File: src/hdl/opsp_map.svh
// Offsets, field positions, reset values and counts of the one-pin programming port
`ifndef OPSP_MAP_SVH
`define OPSP_MAP_SVH
`define OPSP_CMD_CTL_WR   8'h04
`define OPSP_CTL_RST      8'h00
`define OPSP_CTL_FAE_BIT  0
`define OPSP_LAST_DATA    6'h07
`define OPSP_LAST_TX_BIT  6'h09
`define OPSP_STOP_BIT     6'h08
`define OPSP_CAL_SHIFT    3
`define OPSP_CAL_MAX      16'h1FFF
`define OPSP_BIT_DFLT     10'h200
`define OPSP_BIT_MIN      10'h002
`define OPSP_BRK_BITS     6'h09
`define OPSP_ERR_BRK_BITS 6'h2A
`define OPSP_CAL_GUARD    6'h03
`define OPSP_FIFO_WIDTH   8
`define OPSP_FIFO_DEPTH   8
`endif

File: src/hdl/opsp_pkg.sv
// Types shared by the one-pin programming port
package opsp_pkg;
  typedef logic [7:0] opsp_byte_type;
  typedef enum logic [1:0] {MODE_POR, MODE_USER, MODE_PROG} opsp_mode_type;
  typedef enum logic [3:0] {
    ST_OFF, ST_UNCAL, ST_CAL, ST_HUNT, ST_RX_START, ST_RX_DATA, ST_RX_STOP,
    ST_TX, ST_BRK_TX, ST_BRK_WAIT
  } opsp_link_type;
endpackage : opsp_pkg

File: src/hdl/opsp_fifo_if.sv
// Valid/ready carrier between the port and its transmit FIFO
`timescale 1ns/100ps
`default_nettype none
interface opsp_fifo_if #(parameter int W = 8);
  logic         push_valid;
  logic         push_ready;
  logic [W-1:0] push_data;
  logic         pop_valid;
  logic         pop_ready;
  logic [W-1:0] pop_data;
  modport src  (output push_valid, output push_data, input push_ready,
                input pop_valid, input pop_data, output pop_ready);
  modport fifo (input push_valid, input push_data, output push_ready,
                output pop_valid, output pop_data, input pop_ready);
endinterface : opsp_fifo_if
`default_nettype wire

File: src/hdl/opsp_fifo.sv
// Flip-flop FIFO with valid and ready on both sides
`timescale 1ns/100ps
`default_nettype none
module opsp_fifo #(
  parameter int W = 8,
  parameter int D = 8
) (
  input  wire logic i_core_clk,
  input  wire logic i_reset_n,
  opsp_fifo_if.fifo f
);
  import opsp_pkg::*;
  localparam int AW = $clog2(D);
  localparam int CW = $clog2(D + 1);

  logic [W-1:0]  mem_ff [D];
  logic [W-1:0]  nxt_mem [D];
  logic [AW-1:0] wr_ff, nxt_wr, rd_ff, nxt_rd;
  logic [CW-1:0] cnt_ff, nxt_cnt;
  logic          ready_ff, nxt_ready, valid_ff, nxt_valid;
  logic          do_push, do_pop;

  assign f.push_ready = ready_ff;
  assign f.pop_valid  = valid_ff;
  assign f.pop_data   = mem_ff[rd_ff];

  always_comb begin
    nxt_mem = mem_ff;
    nxt_wr  = wr_ff;
    nxt_rd  = rd_ff;
    do_push = f.push_valid && ready_ff;
    do_pop  = f.pop_ready && valid_ff;
    if (do_push) begin
      nxt_mem[wr_ff] = f.push_data;
      nxt_wr = (wr_ff == AW'(D - 1)) ? '0 : AW'(wr_ff + 1'b1);
    end
    if (do_pop) begin
      nxt_rd = (rd_ff == AW'(D - 1)) ? '0 : AW'(rd_ff + 1'b1);
    end
    nxt_cnt   = CW'(cnt_ff + CW'(do_push) - CW'(do_pop));
    nxt_ready = (nxt_cnt != CW'(D));
    nxt_valid = (nxt_cnt != '0);
  end

  always_ff @(posedge i_core_clk or negedge i_reset_n) begin
    if (!i_reset_n) begin
      for (int i = 0; i < D; i++) begin
        mem_ff[i] <= '0;
      end
      wr_ff    <= '0;
      rd_ff    <= '0;
      cnt_ff   <= '0;
      ready_ff <= 1'b0;
      valid_ff <= 1'b0;
    end else begin
      mem_ff   <= nxt_mem;
      wr_ff    <= nxt_wr;
      rd_ff    <= nxt_rd;
      cnt_ff   <= nxt_cnt;
      ready_ff <= nxt_ready;
      valid_ff <= nxt_valid;
    end
  end
endmodule : opsp_fifo
`default_nettype wire

File: src/hdl/opsp_port.sv
// One-pin programming port: mode capture, auto-baud, receiver, transmitter, errors
//
// Contract
// - During power-on reset the pin is an input with pull-up on.
// - Pin low at the end of power-on reset enters programming mode.
// - Pin high at the end of power-on reset gives user mode, output-only pin.
// - In programming mode the pin is open-drain with pull-up, steered by tx/rx.
// - Programming mode halts the core and disables all peripherals.
// - Programming mode keeps refreshing an enabled watchdog.
// - Flash access stays blocked until the flash-access enable bit is 1.
// - The link is half-duplex, never sending and receiving together.
// - Characters are start bit, eight data bits LSB first, 1.5 stop bits.
// - After reset the port idles; the first host character is 80H.
// - Auto-baud times the eight-bit low run of 80H and sets the bit rate.
// - Auto-baud runs on the system clock, from clock/1023 up to clock/2.
// - Nine or more low bit times is a break and resets auto-baud.
// - Errors detected are break, framing (low stop) and collision.
// - Any error aborts the command, sends a four-character break, resets auto-baud.
// - Host break holds port reset until pin high; control register unchanged.
// - Transmitter waits an extra half bit after any stop bit.
// - Receiver hunts for a start bit right after a valid mid-stop sample.
// - Transmitter does not start while a character is being received.
// - Command 04H plus one data byte writes the port control register.
`timescale 1ns/100ps
`default_nettype none
`include "opsp_map.svh"
module opsp_port (
  input  wire logic                   i_core_clk,
  input  wire logic                   i_reset_n,
  input  wire logic                   i_por_active,
  input  wire logic                   i_pin_in,
  input  wire logic                   i_user_pin_data,
  input  wire logic                   i_wdt_enable,
  input  wire logic                   i_tx_valid,
  input  wire opsp_pkg::opsp_byte_type i_tx_data,
  output logic                        o_tx_ready,
  output logic                        o_pin_out,
  output logic                        o_pin_oe_n,
  output logic                        o_pullup_en,
  output logic                        o_prog_mode,
  output logic                        o_cpu_halt,
  output logic                        o_periph_disable,
  output logic                        o_wdt_refresh,
  output logic                        o_flash_access_enable,
  output logic                        o_rx_valid,
  output opsp_pkg::opsp_byte_type     o_rx_data,
  output logic                        o_cmd_abort,
  output logic                        o_err_break,
  output logic                        o_err_frame,
  output logic                        o_err_collision
);
  import opsp_pkg::*;

  function automatic logic [15:0] bit_times(input logic [5:0] n, input logic [9:0] b);
    return {10'h000, n} * {6'h00, b};
  endfunction : bit_times

  function automatic logic [15:0] half_of(input logic [9:0] b);
    return {7'h00, b[9:1]};
  endfunction : half_of

  opsp_fifo_if #(.W(`OPSP_FIFO_WIDTH)) tx_if ();

  opsp_fifo #(.W(`OPSP_FIFO_WIDTH), .D(`OPSP_FIFO_DEPTH)) u_tx_fifo (
    .i_core_clk (i_core_clk),
    .i_reset_n  (i_reset_n),
    .f          (tx_if.fifo)
  );

  logic          pin_meta_ff, pin_sync_ff, pin_prev_ff;
  opsp_mode_type mode_ff, nxt_mode;
  opsp_link_type st_ff, nxt_st;
  logic [15:0]   cnt_ff, nxt_cnt, guard_ff, nxt_guard, low_ff, nxt_low;
  logic [9:0]    bitp_ff, nxt_bitp, shift_ff, nxt_shift;
  logic [5:0]    nbit_ff, nxt_nbit;
  logic [7:0]    ctl_ff, nxt_ctl;
  logic          ctl_wait_ff, nxt_ctl_wait, drive_ff, nxt_drive;
  logic          nxt_rx_valid, nxt_abort, nxt_eb, nxt_ef, nxt_ec, pop;
  logic          fall, err;
  logic [7:0]    nxt_rx_data;

  assign tx_if.push_valid = i_tx_valid;
  assign tx_if.push_data  = i_tx_data;
  assign tx_if.pop_ready  = pop;
  assign o_tx_ready       = tx_if.push_ready;
  assign fall             = pin_prev_ff && !pin_sync_ff;

  always_ff @(posedge i_core_clk or negedge i_reset_n) begin
    if (!i_reset_n) begin
      pin_meta_ff <= 1'b1;
      pin_sync_ff <= 1'b1;
      pin_prev_ff <= 1'b1;
    end else begin
      pin_meta_ff <= i_pin_in;
      pin_sync_ff <= pin_meta_ff;
      pin_prev_ff <= pin_sync_ff;
    end
  end

  always_comb begin
    nxt_mode     = mode_ff;
    nxt_st       = st_ff;
    nxt_cnt      = (cnt_ff != 16'h0000) ? cnt_ff - 16'h0001 : cnt_ff;
    nxt_guard    = (guard_ff != 16'h0000) ? guard_ff - 16'h0001 : guard_ff;
    nxt_bitp     = bitp_ff;
    nxt_shift    = shift_ff;
    nxt_nbit     = nbit_ff;
    nxt_ctl      = ctl_ff;
    nxt_ctl_wait = ctl_wait_ff;
    nxt_drive    = 1'b0;
    nxt_rx_valid = 1'b0;
    nxt_rx_data  = o_rx_data;
    nxt_eb       = 1'b0;
    nxt_ef       = 1'b0;
    nxt_ec       = 1'b0;
    pop          = 1'b0;
    // Low run seen on the line while the port itself releases it
    nxt_low = (pin_sync_ff || drive_ff) ? 16'h0000 : low_ff + 16'h0001;
    if (i_por_active) begin
      nxt_mode = MODE_POR;
    end else if (mode_ff == MODE_POR) begin
      nxt_mode = pin_sync_ff ? MODE_USER : MODE_PROG;
    end
    case (st_ff)
      ST_OFF: begin
        if (mode_ff == MODE_PROG) begin
          nxt_st = ST_UNCAL;
        end
      end
      ST_UNCAL: begin
        nxt_cnt = 16'h0000;
        if (fall) begin
          nxt_cnt = 16'h0001;
          nxt_st  = ST_CAL;
        end
      end
      ST_CAL: begin
        nxt_cnt = cnt_ff + 16'h0001;
        if (pin_sync_ff) begin
          nxt_bitp = 10'(cnt_ff >> `OPSP_CAL_SHIFT);
          if (nxt_bitp < `OPSP_BIT_MIN) begin
            nxt_bitp = `OPSP_BIT_MIN;
          end
          nxt_guard = bit_times(`OPSP_CAL_GUARD, nxt_bitp);
          nxt_st    = ST_HUNT;
        end else if (cnt_ff >= `OPSP_CAL_MAX) begin
          nxt_eb = 1'b1;
        end
      end
      ST_HUNT: begin
        if (fall) begin
          nxt_st  = ST_RX_START;
          nxt_cnt = half_of(bitp_ff) - 16'h0001;
        end else if (guard_ff == 16'h0000 && tx_if.pop_valid) begin
          pop       = 1'b1;
          nxt_shift = {1'b1, tx_if.pop_data, 1'b0};
          nxt_nbit  = 6'h00;
          nxt_cnt   = {6'h00, bitp_ff} - 16'h0001;
          nxt_drive = 1'b1;
          nxt_st    = ST_TX;
        end
      end
      ST_RX_START: begin
        if (cnt_ff == 16'h0000) begin
          nxt_st   = pin_sync_ff ? ST_HUNT : ST_RX_DATA;
          nxt_cnt  = {6'h00, bitp_ff} - 16'h0001;
          nxt_nbit = 6'h00;
        end
      end
      ST_RX_DATA: begin
        if (cnt_ff == 16'h0000) begin
          nxt_shift = {2'b00, pin_sync_ff, shift_ff[7:1]};
          nxt_cnt   = {6'h00, bitp_ff} - 16'h0001;
          nxt_nbit  = nbit_ff + 6'h01;
          if (nbit_ff == `OPSP_LAST_DATA) begin
            nxt_st = ST_RX_STOP;
          end
        end
      end
      ST_RX_STOP: begin
        if (cnt_ff == 16'h0000) begin
          if (!pin_sync_ff) begin
            nxt_ef = 1'b1;
          end else begin
            nxt_rx_valid = 1'b1;
            nxt_rx_data  = shift_ff[7:0];
            nxt_guard    = {6'h00, bitp_ff} + half_of(bitp_ff);
            nxt_st       = ST_HUNT;
            if (ctl_wait_ff) begin
              nxt_ctl      = shift_ff[7:0];
              nxt_ctl_wait = 1'b0;
            end else begin
              nxt_ctl_wait = (shift_ff[7:0] == `OPSP_CMD_CTL_WR);
            end
          end
        end
      end
      ST_TX: begin
        nxt_drive = !shift_ff[0];
        if (shift_ff[0] && !pin_sync_ff && cnt_ff == half_of(bitp_ff)) begin
          nxt_ec = 1'b1;
        end else if (cnt_ff == 16'h0000) begin
          if (nbit_ff == `OPSP_LAST_TX_BIT) begin
            nxt_drive = 1'b0;
            nxt_guard = half_of(bitp_ff);
            nxt_st    = ST_HUNT;
          end else begin
            nxt_shift = {1'b1, shift_ff[9:1]};
            nxt_nbit  = nbit_ff + 6'h01;
            nxt_drive = !nxt_shift[0];
            nxt_cnt   = {6'h00, bitp_ff} - 16'h0001;
            if (nbit_ff == `OPSP_STOP_BIT) begin
              nxt_cnt = {6'h00, bitp_ff} + half_of(bitp_ff) - 16'h0001;
            end
          end
        end
      end
      ST_BRK_TX: begin
        nxt_drive = 1'b1;
        if (cnt_ff == 16'h0000) begin
          nxt_drive = 1'b0;
          nxt_st    = ST_BRK_WAIT;
        end
      end
      ST_BRK_WAIT: begin
        if (pin_sync_ff) begin
          nxt_bitp = `OPSP_BIT_DFLT;
          nxt_st   = ST_UNCAL;
        end
      end
      default: begin
        nxt_st = ST_OFF;
      end
    endcase
    if (st_ff > ST_CAL && st_ff < ST_BRK_TX && low_ff >= bit_times(`OPSP_BRK_BITS, bitp_ff)) begin
      nxt_eb = 1'b1;
    end
    err = nxt_eb || nxt_ef || nxt_ec;
    if (err) begin
      nxt_eb       = nxt_eb;
      nxt_rx_valid = 1'b0;
      nxt_ctl_wait = 1'b0;
      nxt_cnt      = bit_times(`OPSP_ERR_BRK_BITS, bitp_ff) - 16'h0001;
      nxt_drive    = 1'b1;
      nxt_st       = ST_BRK_TX;
    end
    nxt_abort = err;
    if (nxt_mode != MODE_PROG) begin
      nxt_st    = ST_OFF;
      nxt_drive = 1'b0;
    end
  end

  always_ff @(posedge i_core_clk or negedge i_reset_n) begin
    if (!i_reset_n) begin
      mode_ff               <= MODE_POR;
      st_ff                 <= ST_OFF;
      cnt_ff                <= 16'h0000;
      guard_ff              <= 16'h0000;
      low_ff                <= 16'h0000;
      bitp_ff               <= `OPSP_BIT_DFLT;
      shift_ff              <= 10'h000;
      nbit_ff               <= 6'h00;
      ctl_ff                <= `OPSP_CTL_RST;
      ctl_wait_ff           <= 1'b0;
      drive_ff              <= 1'b0;
      o_pin_out             <= 1'b0;
      o_pin_oe_n            <= 1'b1;
      o_pullup_en           <= 1'b1;
      o_prog_mode           <= 1'b0;
      o_cpu_halt            <= 1'b0;
      o_periph_disable      <= 1'b0;
      o_wdt_refresh         <= 1'b0;
      o_flash_access_enable <= 1'b0;
      o_rx_valid            <= 1'b0;
      o_rx_data             <= 8'h00;
      o_cmd_abort           <= 1'b0;
      o_err_break           <= 1'b0;
      o_err_frame           <= 1'b0;
      o_err_collision       <= 1'b0;
    end else begin
      mode_ff               <= nxt_mode;
      st_ff                 <= nxt_st;
      cnt_ff                <= nxt_cnt;
      guard_ff              <= nxt_guard;
      low_ff                <= nxt_low;
      bitp_ff               <= nxt_bitp;
      shift_ff              <= nxt_shift;
      nbit_ff               <= nxt_nbit;
      ctl_ff                <= nxt_ctl;
      ctl_wait_ff           <= nxt_ctl_wait;
      drive_ff              <= nxt_drive;
      o_pin_out             <= (nxt_mode == MODE_USER) ? i_user_pin_data : 1'b0;
      o_pin_oe_n            <= (nxt_mode == MODE_USER) ? 1'b0 :
                               (nxt_mode == MODE_POR) ? 1'b1 : !nxt_drive;
      o_pullup_en           <= (nxt_mode != MODE_USER);
      o_prog_mode           <= (nxt_mode == MODE_PROG);
      o_cpu_halt            <= (nxt_mode == MODE_PROG);
      o_periph_disable      <= (nxt_mode == MODE_PROG);
      o_wdt_refresh         <= (nxt_mode == MODE_PROG) && i_wdt_enable;
      o_flash_access_enable <= (nxt_mode == MODE_PROG) && nxt_ctl[`OPSP_CTL_FAE_BIT];
      o_rx_valid            <= nxt_rx_valid;
      o_rx_data             <= nxt_rx_data;
      o_cmd_abort           <= nxt_abort;
      o_err_break           <= nxt_eb;
      o_err_frame           <= nxt_ef;
      o_err_collision       <= nxt_ec;
    end
  end
endmodule : opsp_port
`default_nettype wire
File: config.mk
export PLATFORM = sky130hd
export DESIGN_NAME = opsp_port
export DESIGN_NICKNAME = d
export VERILOG_FILES = /design/src/hdl/opsp_pkg.sv /design/src/hdl/opsp_fifo_if.sv /design/src/hdl/opsp_fifo.sv /design/src/hdl/opsp_port.sv
export VERILOG_INCLUDE_DIRS = /design/src /design/src/hdl
export SDC_FILE = /design/constraint.sdc
export NUM_CORES = 1
export LEC_CHECK = 0
export BUFFER_PORTS_ARGS = -buffer_cell sky130_fd_sc_hd__buf_2
export CORE_MARGIN = 5
export CORE_UTILIZATION = 54
export CTS_BUF_LIST = sky130_fd_sc_hd__clkbuf_8
export DETAILED_ROUTE_END_ITERATION = 10
export PLACE_DENSITY_LB_ADDON = 0.12
export SLEW_MARGIN = 30
export SYNTH_ARGS = -nofsm -noshare
export SYNTH_HDL_FRONTEND = slang
export SYNTH_SLANG_ARGS = --single-unit
File: constraint.sdc
create_clock -name i_core_clk -period 4.72 [get_ports i_core_clk]
set_input_delay 0.236 -clock i_core_clk [delete_from_list [all_inputs] [get_ports i_core_clk]]
set_output_delay 0.236 -clock i_core_clk [all_outputs]
set_load 0.1 [all_outputs]
==> metrics.yaml <==
clock_network:
  cts_root_buf: "sky130_fd_sc_hd__clkbuf_8"
  cts_max_path_buffers: 2
  cts_sinks: 181
  clk-insertion-delay-late_ns: 0.49
  post_cts_buffers: 0
  clk_transition_reported_paths_ns: 0.14
  cts_max_level: 4
  cts_buffers: 17
  tritoncts: "done"
synthesis:
  synth_top_area_share_pct: 32.4
  post_synth.cell_area_avg_um2: 9.30
  most_common_cell_in_the_synthesized_netlist: "sky130_fd_sc_hd__dfrtp_1"
  syn-cell-area_um2: 13500
  ys.warnings.count: 0
  seq_area_frac_synth_pct: 33.6
  synth_compound_gate_area_share_pct: 15.8
  synth_edf_count: 0
  combinational_family_with_the_most_area_after_synthesis: "simple AND/OR/NAND/NOR gates"
  synth-xor-area-share_pct: 8.02
  post_synth_inst_count: 1451
  ys_dominant_reg_cell: "sky130_fd_sc_hd__dfrtp_1"
  netlist_top_cells_area: "sky130_fd_sc_hd__dfrtp_1 (32%), sky130_fd_sc_hd__ha_1 (10%), sky130_fd_sc_hd__mux2_2 (5.7%)"
  yosysUniqueCellTypes: 94
  synth-seq-cells: 181
  synth_simple_gate_area_share_pct: 17.3
  yosys.area_share.adder_pct: 11.5
  synth_async_sr_flop_share_pct: 100
  synth.cells.most_frequent: "sky130_fd_sc_hd__dfrtp_1 (175), sky130_fd_sc_hd__nand2_1 (133), sky130_fd_sc_hd__ha_1 (110)"
  postSynthNetCount: 1585
  synth_mux_area_share_pct: 9.23
  synth_area_leader_cell: "sky130_fd_sc_hd__dfrtp_1"
timing:
  period_minus_slack_ns: 4.40
  final.setup.tns_ns: 0
  worst_hold_margin_ns: 0.0636
  slew-limit-headroom_pct: 31.9
  worst_pin_slew_ns: 1.01
  achievable_freq_mhz: 227
  final_critical_path_share_of_the_clock_period_pct: 93.3
  setup_repair_after_global_routing_missed_its_margin: "no"
  final_hold_viol_count: 0
  timing.final.max_slew_violations: 0
  setup_viol_count_final: 0
  final.setup_skew_ns: 0.0321
power:
  pwr-share-seq_pct: 39.8
  p_per_area_nw_per_um2: 412
  final_total_power_uw: 6040
  power_switching_uw: 2440
  ir_worst_vdd_mv: 0.272
  p_leak_uw: 0.00678
  power_report.internal_total_uw: 3590
  sw_share_pct: 40.5
  power_frac_comb_pct: 40.5
  power.clock.fraction_pct: 19.7
worst_setup_path:
  critPathRequiredTime_ns: 5.13
  setup.reg_to_reg.worst_slack_ns: 0.32
  worst_path_max_delay_cell: "sky130_fd_sc_hd__dfrtp_1"
  critPathMostFrequentCell: "sky130_fd_sc_hd__ha_1"
  setup.worst_path.start_class: "flop"
  endpoint_kind: "flop"
  cp_data_arrival_time_ns: 4.82
  critPathMaxFanout: 18
  worst-setup-path-type: "flop to flop"
  crit_chain: "ha_1 -> ha_1 -> a21o_1 -> a21oi_1 -> o21ai_0 -> a21oi_1 -> o21ai_0 -> a21o_1 -> xnor2_1 -> ha_1 -> and4_1 -> a221o_1 -> a211oi_1 -> o21ai_1 -> or2_4 -> nor2_4 -> buf_4 -> buf_4 -> nor2_1 -> a31oi_1"
  max_stage_delay_ns: 0.40
cells_and_area:
  nFillCells: 2206
  core_util_final_pct: 59.9
  antennaDiodeCount: 0
  final_area_um2: 14600
  final_nets: 1621
  post_route_cells_drive_above_1_share_pct: 16.5
  area_growth_pct: 8.50
routing:
  drt_first_iter_violations: 1131
  final_antenna_net_count: 0
  vias: 11300
  route.detailed.drc: 0
  routed_via_density: 6.19
  firstDrtPassIters: 8
  drt_wl_total_um: 39400
  routed_wire_length_per_instance_um: 21.6
die:
  rows: 57
  io_pins: 37
  die-width_um: 168
  coreArea_um2: 24500
  initial_utilization_pct: 55.2
  die_area_um2: 28300
  chipHeight_um: 168
status:
  outcome: "complete, no violations"
place:
  gp_routability_congestion: 0.987
  placement.io_buffers: 36
  dpl.hpwl_um: 29500
  placed_area_um2: 14100
global_route:
  gr-total-overflow: 0
  largest_net_degree_at_the_start_of_global_routing: 97
  grt_antenna_before_repair: 1
  grt_pass1_vias: 11000
  grt_util_all_layers_pct: 27.9
  first_pass_grt_wire_length_um: 62500
job:
  max_cap_viol_count: 0
min_path:
  worst_hold_check_path_type: "input port to flop"
[layout by cell type, fill, tap and decap left out, types with 13 or more instances in the layout]
| cell | instances |
|---|---|
| sky130_fd_sc_hd__xnor2_1 | 79 |
| sky130_fd_sc_hd__nand2b_1 | 19 |
| sky130_fd_sc_hd__ha_1 | 110 |
| sky130_fd_sc_hd__dfrtp_1 | 175 |
| sky130_fd_sc_hd__nand2_1 | 133 |
| sky130_fd_sc_hd__nor2_1 | 101 |
| sky130_fd_sc_hd__nand3_1 | 44 |
| sky130_fd_sc_hd__a21oi_1 | 79 |
| sky130_fd_sc_hd__o21ai_0 | 83 |
| sky130_fd_sc_hd__xor2_1 | 42 |
| sky130_fd_sc_hd__buf_2 | 35 |
| sky130_fd_sc_hd__nor4_1 | 13 |
| sky130_fd_sc_hd__mux2_2 | 68 |
| sky130_fd_sc_hd__and3_1 | 17 |
| sky130_fd_sc_hd__inv_1 | 72 |
| sky130_fd_sc_hd__nor3_1 | 31 |
| sky130_fd_sc_hd__a21o_1 | 28 |
| sky130_fd_sc_hd__buf_4 | 48 |
| sky130_fd_sc_hd__clkbuf_8 | 18 |
| sky130_fd_sc_hd__mux4_2 | 16 |
| sky130_fd_sc_hd__nand4_1 | 18 |
| sky130_fd_sc_hd__a31oi_1 | 14 |
[power by group through the flow]
| stage | Sequential [µW] | Combinational (µW) | Clock [µW] |
|---|---|---|---|
| after floorplan | 2270 | 1950 | 0 |
| final | 2410 | 2440 | 1190 |
| after detailed placement | 2430 | 2420 | 0 |
| after global routing | 2460 | 2690 | 1280 |
| after CTS | 2400 | 2440 | 1210 |
| after global placement | 2410 | 2370 | 0 |
[final timing paths]
check,start,end,depth (start not counted)
setup / recovery,bitp_ff[2],cnt_ff[13],20
hold / removal,i_tx_data[4],u_tx_fifo.mem_ff[36],2
setup reg to reg,bitp_ff[2],cnt_ff[13],20
hold reg to reg,pin_meta_ff,pin_sync_ff,0
max in group asynchronous,i_reset_n,pin_prev_ff,3
min in group asynchronous,i_reset_n,o_cmd_abort,2
[area by class of cell]
type | instances | area (µm²) | share of cell area, %
inverters | 74 | 278 | 1.90
repair buffers | 89 | 599 | 4.09
multi-input cells | 1124 | 8380 | 57.2
clock buffers | 17 | 234 | 1.60
well taps | 324 | 405 | 2.77
clock inverters | 15 | 214 | 1.46
flip-flops and latches | 181 | 4540 | 31.0
[flip-flops by register name (all words and copies together), names as in the netlist, 2 cells and up]
register          flops
mode_ff               2
u_tx_fifo.mem_ff     64
st_ff                 4
o_rx_data             8
cnt_ff               16
u_tx_fifo.cnt_ff      4
bitp_ff              10
low_ff               16
guard_ff             16
u_tx_fifo.rd_ff       3
nbit_ff               6
shift_ff             10
u_tx_fifo.wr_ff       3
[worst max-delay path, delay by kind of cell (launching register included)]
kind	cells	cell delay [ns]
DFF	1	0.40
AOI/OAI and AO/OA	10	1.82
buffers and inverters	2	0.46
xor gates and xnor gates	1	0.18
and+or+nand+nor	4	0.60
adders and majority gates	3	0.89
[cells by family after synthesis]
family,after synthesis
compound gates,327
xor+xnor,122
fa+ha+maj,119
buf+inv,146
flops,181
mux,96
simple gates,460
[layer usage]
layer	up-vias	share of wire [%]	global-route usage (%)
met5	-	0.033	0
met1	5490	44	38.3
met4	2	4.9	12.9
met2	402	45	44.0
li1	5287	-	-
met3	115	6.1	3.70
[repair_timing]
item | in CTS | in global routing
hold buffers | 5 | 0
gates resized for setup | 0 | 4
setup endpoints to repair | 0 | 20
endpoints found under the hold margin | 95 | 0
[per-stage QoR]
stage | cells | worst slack, ns
2_1_floorplan | 1451 | 0.525
3_3_place_gp | 1786 | 0.408
3_5_place_dp | 1787 | 0.291
4_1_cts | 1824 | 0.257
5_1_grt | 1824 | 0.00228
6_report | 1824 | 0.316
Note: power is estimated with default switching activity, not from simulation.
